==> src/rtl/ssi_pkg.sv <==
// shared constants for the synchronous serial position port
package ssi_pkg;
	localparam int          WORD_BITS     = 25;       // clock-bit positions n
	localparam int          CLK_NS        = 5;        // core clock period
	localparam int          MONO_NS       = 20000;    // monoflop time in ns
	localparam int          MONO_CYC      = MONO_NS / CLK_NS;
	localparam int          HALF_CYC      = 10;       // controller half period minus one, in core cycles
	localparam int          CNT_W         = 16;
	localparam logic [31:0] ZERO_HOLD_US  = 32'd1100000; // zero-set hold, us
	localparam logic [31:0] ZERO_HOLD_CYC = ZERO_HOLD_US * 32'd200;
endpackage : ssi_pkg

==> src/rtl/ssi_link_if.sv <==
// link wires between the position controller and the encoder
`timescale 1ns/100ps
interface ssi_link_if;
	logic clk_p;    // clock line, controller drives
	logic data_p;   // data line, encoder drives
	logic dir_sel;  // counting direction input
	logic zero_n;   // zero-set input, acts on falling edge
	modport encoder    (input clk_p, dir_sel, zero_n, output data_p);
	modport controller (output clk_p, dir_sel, zero_n, input data_p);
endinterface : ssi_link_if

==> src/rtl/ssi_encoder_end.sv <==
// encoder end: position counter and serial shift-out
`timescale 1ns/100ps
module ssi_encoder_end #(
	parameter int          N        = ssi_pkg::WORD_BITS,
	parameter int          MONO     = ssi_pkg::MONO_CYC,
	parameter logic        GRAY_OUT = 1'b1
) (
	input  wire logic      CORE_CLK_IN,
	input  wire logic      RST_B_IN,
	input  wire logic      STEP_IN,      // one movement step, cw when high dir
	input  wire logic      STEP_CW_IN,   // step direction: 1 = clockwise
	output logic [N-1:0]   POS_OUT,
	ssi_link_if.encoder    link
);
	logic [2:0]   clk_s_q, dir_s_q, zero_s_q;
	logic [N-1:0] pos_q, shift_q;
	logic [$clog2(N+2)-1:0] bit_q;
	logic [ssi_pkg::CNT_W-1:0] mono_q;
	logic         data_q, busy_q;

	// bit counter codes: LSB shown, then the tail after the last fall
	localparam int BW = $clog2(N+2);
	localparam logic [BW-1:0] LAST_BIT = BW'(N);
	localparam logic [BW-1:0] TAIL_BIT = BW'(N+1);

	function automatic logic [N-1:0] to_gray(input logic [N-1:0] b);
		return b ^ (b >> 1);
	endfunction

	// synchronised pins: bit 1 is stable copy, bit 2 previous
	always_ff @(posedge CORE_CLK_IN or negedge RST_B_IN) begin
		if (!RST_B_IN) begin
			clk_s_q  <= 3'h7;
			dir_s_q  <= 3'h0;
			zero_s_q <= 3'h7;
		end else begin
			clk_s_q  <= {clk_s_q[1:0], link.clk_p};
			dir_s_q  <= {dir_s_q[1:0], link.dir_sel};
			zero_s_q <= {zero_s_q[1:0], link.zero_n};
		end
	end

	wire clk_fall  = clk_s_q[2] & ~clk_s_q[1];
	wire clk_rise  = ~clk_s_q[2] & clk_s_q[1];
	wire zero_fall = zero_s_q[2] & ~zero_s_q[1];
	wire mono_done = (mono_q == '0);
	wire count_up  = STEP_CW_IN ^ dir_s_q[2];
	wire [N-1:0] snap = GRAY_OUT ? to_gray(pos_q) : pos_q;

	always_ff @(posedge CORE_CLK_IN or negedge RST_B_IN) begin
		if (!RST_B_IN) begin
			pos_q <= '0;
		end else if (zero_fall) begin
			pos_q <= '0;
		end else if (STEP_IN) begin
			pos_q <= count_up ? pos_q + 1'b1 : pos_q - 1'b1;
		end
	end

	// monoflop retriggered on each falling edge
	always_ff @(posedge CORE_CLK_IN or negedge RST_B_IN) begin
		if (!RST_B_IN) begin
			mono_q <= '0;
		end else if (clk_fall) begin
			mono_q <= ssi_pkg::CNT_W'(MONO);
		end else if (!mono_done) begin
			mono_q <= mono_q - 1'b1;
		end
	end

	// shift engine: freeze, shift, low, ring
	always_ff @(posedge CORE_CLK_IN or negedge RST_B_IN) begin
		if (!RST_B_IN) begin
			shift_q <= '0;
			bit_q   <= '0;
			busy_q  <= 1'b0;
			data_q  <= 1'b1;
		end else if (clk_fall && (!busy_q || mono_done)) begin
			shift_q <= snap;
			bit_q   <= '0;
			busy_q  <= 1'b1;
		end else if (clk_fall && busy_q && bit_q == LAST_BIT) begin
			// last falling edge: lsb taken, enter tail
			bit_q <= TAIL_BIT;
		end else if (clk_fall && busy_q && bit_q == TAIL_BIT) begin
			// pulse n+2 in time: repeat frozen word
			bit_q <= '0;
		end else if (clk_rise && busy_q && bit_q == TAIL_BIT) begin
			// hold low after lsb, changed on a high clock
			data_q <= 1'b0;
		end else if (clk_rise && busy_q && bit_q != LAST_BIT) begin
			data_q <= shift_q[N-1-bit_q];
			bit_q  <= bit_q + 1'b1;
		end else if (busy_q && mono_done) begin
			// timeout over, line back to rest
			busy_q <= 1'b0;
			data_q <= 1'b1;
		end
	end

	assign link.data_p = data_q;
	assign POS_OUT     = pos_q;
endmodule : ssi_encoder_end

==> src/flat_wrapper.sv <==
// flat-port wrapper written by rule: the top's interface ports become plain ports
module ssi_encoder_end_flat 
#(
	parameter int          N        = ssi_pkg::WORD_BITS,
	parameter int          MONO     = ssi_pkg::MONO_CYC,
	parameter logic        GRAY_OUT = 1'b1
)
  (CORE_CLK_IN, RST_B_IN, STEP_IN, STEP_CW_IN, POS_OUT, link_clk_p, link_dir_sel, link_zero_n, link_data_p);
  ssi_link_if link_i ();
  input  wire logic CORE_CLK_IN;
  input  wire logic RST_B_IN;
  input  wire logic STEP_IN;
  input  wire logic STEP_CW_IN;
  output logic [N-1:0] POS_OUT;
  input wire logic [$bits(link_i.clk_p)-1:0] link_clk_p;
  input wire logic [$bits(link_i.dir_sel)-1:0] link_dir_sel;
  input wire logic [$bits(link_i.zero_n)-1:0] link_zero_n;
  output wire logic [$bits(link_i.data_p)-1:0] link_data_p;
  assign link_i.clk_p = link_clk_p;
  assign link_i.dir_sel = link_dir_sel;
  assign link_i.zero_n = link_zero_n;
  assign link_data_p = link_i.data_p;
  ssi_encoder_end #(.N(N), .MONO(MONO), .GRAY_OUT(GRAY_OUT)) u_core (.CORE_CLK_IN(CORE_CLK_IN), .RST_B_IN(RST_B_IN), .STEP_IN(STEP_IN), .STEP_CW_IN(STEP_CW_IN), .POS_OUT(POS_OUT), .link(link_i));
endmodule
==> config.mk <==
export PLATFORM = sky130hd
export DESIGN_NAME = ssi_encoder_end_flat
export DESIGN_NICKNAME = d
export VERILOG_FILES = /design/src/rtl/ssi_pkg.sv /design/src/rtl/ssi_link_if.sv /design/src/rtl/ssi_encoder_end.sv /design/src/flat_wrapper.sv
export SDC_FILE = /design/constraint.sdc
export NUM_CORES = 1
export LEC_CHECK = 0
export BUFFER_PORTS_ARGS = -buffer_cell sky130_fd_sc_hd__buf_2
export CORE_ASPECT_RATIO = 2
export CORE_UTILIZATION = 60
export CTS_CLUSTER_SIZE = 12
export DETAILED_ROUTE_END_ITERATION = 7
export PLACE_DENSITY = 0.83
export SLEW_MARGIN = 10
export SYNTH_ARGS = -nofsm -noshare
export SYNTH_HDL_FRONTEND = slang
export SYNTH_SLANG_ARGS = --single-unit
==> constraint.sdc <==
create_clock -name CORE_CLK_IN -period 4.7 [get_ports CORE_CLK_IN]
set_input_delay 0.47 -clock CORE_CLK_IN [delete_from_list [all_inputs] [get_ports CORE_CLK_IN]]
set_output_delay 0.47 -clock CORE_CLK_IN [all_outputs]
set_load 0.05 [all_outputs]
==> summary.md <==
| Metric | Value |
|---|---|
| Status | completed |
| Post-CTS Setup Bufs | 0 |
| Worst Setup End Kind | flip-flop |
| Drt first pass iters | 5 |
| Final setup viols | 0 |
| Pwr/cell area | 692 nW/um^2 |
| Worst-path maximum fanout | 40 |
| GP Congestion | 0.951 |
| Ys Warns | 0 |
| Routed wire per std cell | ~19 um |
| Worst-Margin Slew | 1.03 ns |
| Clk slew on worst S/H paths | 0.06 ns |
| Sequential area share after synthesis | slightly below 40% |
| Via total after detailed routing | around 4600 |
| Sequential share of power | a little over a third |
| Mapped Nets | 616 |
| Hold Path Class | input pin to flip-flop |
| Mapped Cells | 601 |
| EDFF count, synth | 0 |
| CTS tree | done |
| GRT Resource Usage Total | about a third |
| First-pass GRT wire length | about 21 mm |
| Residual DRC | 0 |
| Largest net degree at the start of global routing | 83 |
| Share of the synthesized area in the top cell type | a little over a third |
| Buffers added on ports | 32 |
| Final Hold Fails | 0 |
| Filler Cell Count | slightly above 700 |
| Crit start category | flip-flop |
| CTS Hold Bufs | 0 |
| Clock power share | a little under a fifth |
| Top cells by count, synth | nor2_1 (90), dfrtp_1 (75), xnor2_1 (36) |
| Clock Tree Root | clkbuf_16 |
| RSZ-0062 raised after global routing | false |
| Initial antenna violation count | 0 |
| Synth Flop Type | dfrtp_1 |
| Maximum VDD drop | about 0.40 mV |
| Max Buffers Root-to-Sink | 2 |
| Max Cap Viol | 0 |
| Initial core utilization | about three fifths |
| Area leader, netlist | dfrtp_1 |
| Gr ovfl total | 0 |
| Minimum clock period | between 3 and 4 ns |
| Rows | 48 |
| Total power | 0.00397 W |
| # IOs | 33 |
| Die width | slightly below 70 um |
| # clock sinks | 82 |
| Crit path required time | ~5 ns |
| Post-CTS sizing | 0 |
| Routed wire length | roughly 13 mm |
| CTS buffer count | 9 |
| #FFs+latches synth | 82 |
| Die area | around 9000 um^2 |
| H-tree depth | 3 |
| Post-Syn Area | roughly 5300 um^2 |
| Ys async rst share | 100% |
| N_diodes | 0 |
| Crit path DAT | 3.34 ns |
| Layout area overhead | 8.02% |
| Mapped Avg Cell Area | roughly 8.8 um^2 |
| 1st-iter DRT viols | between 300 and 400 |
| Worst setup skew after layout | ~0.0037 ns |
| DR vias/cell | about 6.6 |
| Die Height | ~140 um |
| Post-route setup TNS | 0 ns |
| Combinational Power Share | between 40% and 50% |
| Cell variety after synth | between 60 and 70 |
| Finished Layout Cells | ~700 |
| Max-slew violation count | 0 |
| Crit Path Category | flip-flop to flip-flop |
| Inst Count DP | ~690 |
| Switching pwr | 0.00184 W |
| Vias in the first global route | roughly 4600 |
| Layout cell share with drive strength beyond 1 | 15.9% |
| Largest cells by area after synthesis | dfrtp_1 (35%), nor2_1 (6.4%), xnor2_1 (5.9%) |
| Final-stage net count | roughly 600 |
| DRT antenna net count | 0 |
| Relative slew slack | a little under a third |
| Placed Area | between 5000 and 6000 um^2 |
| Fmax | ~320 MHz |
| Most frequent cell after synthesis | nor2_1 |
| DP Wirelength | roughly 9.2 mm |
| Final period util | 66.1% |
| CORE AREA | roughly 8600 um^2 |
| Design Area, Final | about 5700 um^2 |
| WHS | around 0.22 ns |
| Power Internal | ~0.0021 W |
| P_leak | 2.32 nW |
| Worst skew pair latency | about 0.34 ns |
| Switching share of power | between 40% and 50% |
-- stage by stage --
stage	setup WS (ns)	util (%)
after floorplan	1.18	-
after global placement	1.60	63.0
after detailed placement	1.53	63.0
after CTS	1.59	66.8
after global routing	1.40	66.8
final	1.60	66.8
-- sequential cells by signal (all words and copies together), names as in the netlist --
register and cells:
u_core.shift_q 25, u_core.POS_OUT 25, u_core.bit_q 5, u_core.zero_s_q 3
u_core.dir_s_q 3, u_core.busy_q 1, u_core.mono_q 16, u_core.clk_s_q 3
u_core.link.data_p 1
-- per-layer routing --
| layer | part of all wire (%) | up-vias | GRT usage (%) |
|---|---|---|---|
| met5 | 0 | - | 0 |
| met4 | 7.1 | 0 | 24.2 |
| met3 | 5.0 | 68 | 4.98 |
| met2 | 53 | 215 | 52.6 |
| met1 | 35 | 2213 | 33.4 |
| li1 | - | 2131 | - |
-- critical path, cell delays in order, from the launching register on --
cell      delay (ns)
dfrtp_1         0.39
xor2_2          0.19
buf_4           0.25
inv_1           0.11
buf_4           0.36
o21ai_0         0.23
a222oi_1        0.78
mux2i_1         0.33
a21oi_1         0.10
a31o_2          0.23
-- placed cells by master, fill, tap and decap left out, types with 8 or more instances in the layout --
| cell type | count |
|---|---|
| clkbuf_16 | 9 |
| buf_2 | 31 |
| xor2_1 | 18 |
| or3_1 | 10 |
| ha_1 | 8 |
| or4_1 | 11 |
| o21ai_0 | 29 |
| nand2b_1 | 8 |
| a21oi_1 | 26 |
| mux2i_1 | 12 |
| nor3_1 | 27 |
| nand2_1 | 34 |
| nand3_1 | 21 |
| xnor2_1 | 36 |
| inv_1 | 10 |
| dfrtp_1 | 75 |
| a21oi_2 | 17 |
| nand4_1 | 11 |
| nor2_1 | 90 |
| nor4_1 | 13 |
-- cell families after synthesis --
kind of cell    after synthesis  share of synthesized area (%)
mux                          21                           5.66
buf+inv                      60                           5.09
flops                        82                           38.8
xor+xnor                     55                           9.08
compound gates              110                           14.0
simple gates                265                           25.5
fa+ha+maj                     8                           1.89
-- power by group through the flow --
stage               registers [W]  logic (W)  clock network (W)
finish                    0.00138    0.00183           0.000757
floorplan                 0.00137    0.00139                  0
detailed placement        0.00138    0.00181                  0
global placement          0.00137    0.00177                  0
CTS                       0.00136    0.00183           0.000771
global route              0.00142    0.00199           0.000795
-- final cells by class --
cell class              count  area, um^2  area share (%)
clock buffers              11         243            4.23
clock inverters             5        77.6            1.35
inverters                  10        37.5           0.655
multi-input cells         459        2980            52.1
flip-flops and latches     82        2060            35.9
well taps                 100         125            2.18
repair buffers             36         205            3.58
-- final timing paths --
kind | from | end | slack [ns] | cells past startpoint
setup / recovery | u_core.dir_s_q[2] | u_core.POS_OUT[18] | 1.60 | 9
hold / removal | link_zero_n | u_core.zero_s_q[0] | 0.22 | 1
max in group asynchronous | RST_B_IN | u_core.mono_q[11] | 3.73 | 1
min in group asynchronous | RST_B_IN | u_core.bit_q[2] | 0.30 | 1
hold reg to reg | u_core.dir_s_q[1] | u_core.dir_s_q[2] | 0.35 | 0
setup reg to reg | u_core.dir_s_q[2] | u_core.POS_OUT[18] | 1.60 | 9
No activity file was read; power rests on OpenSTA's default activity.
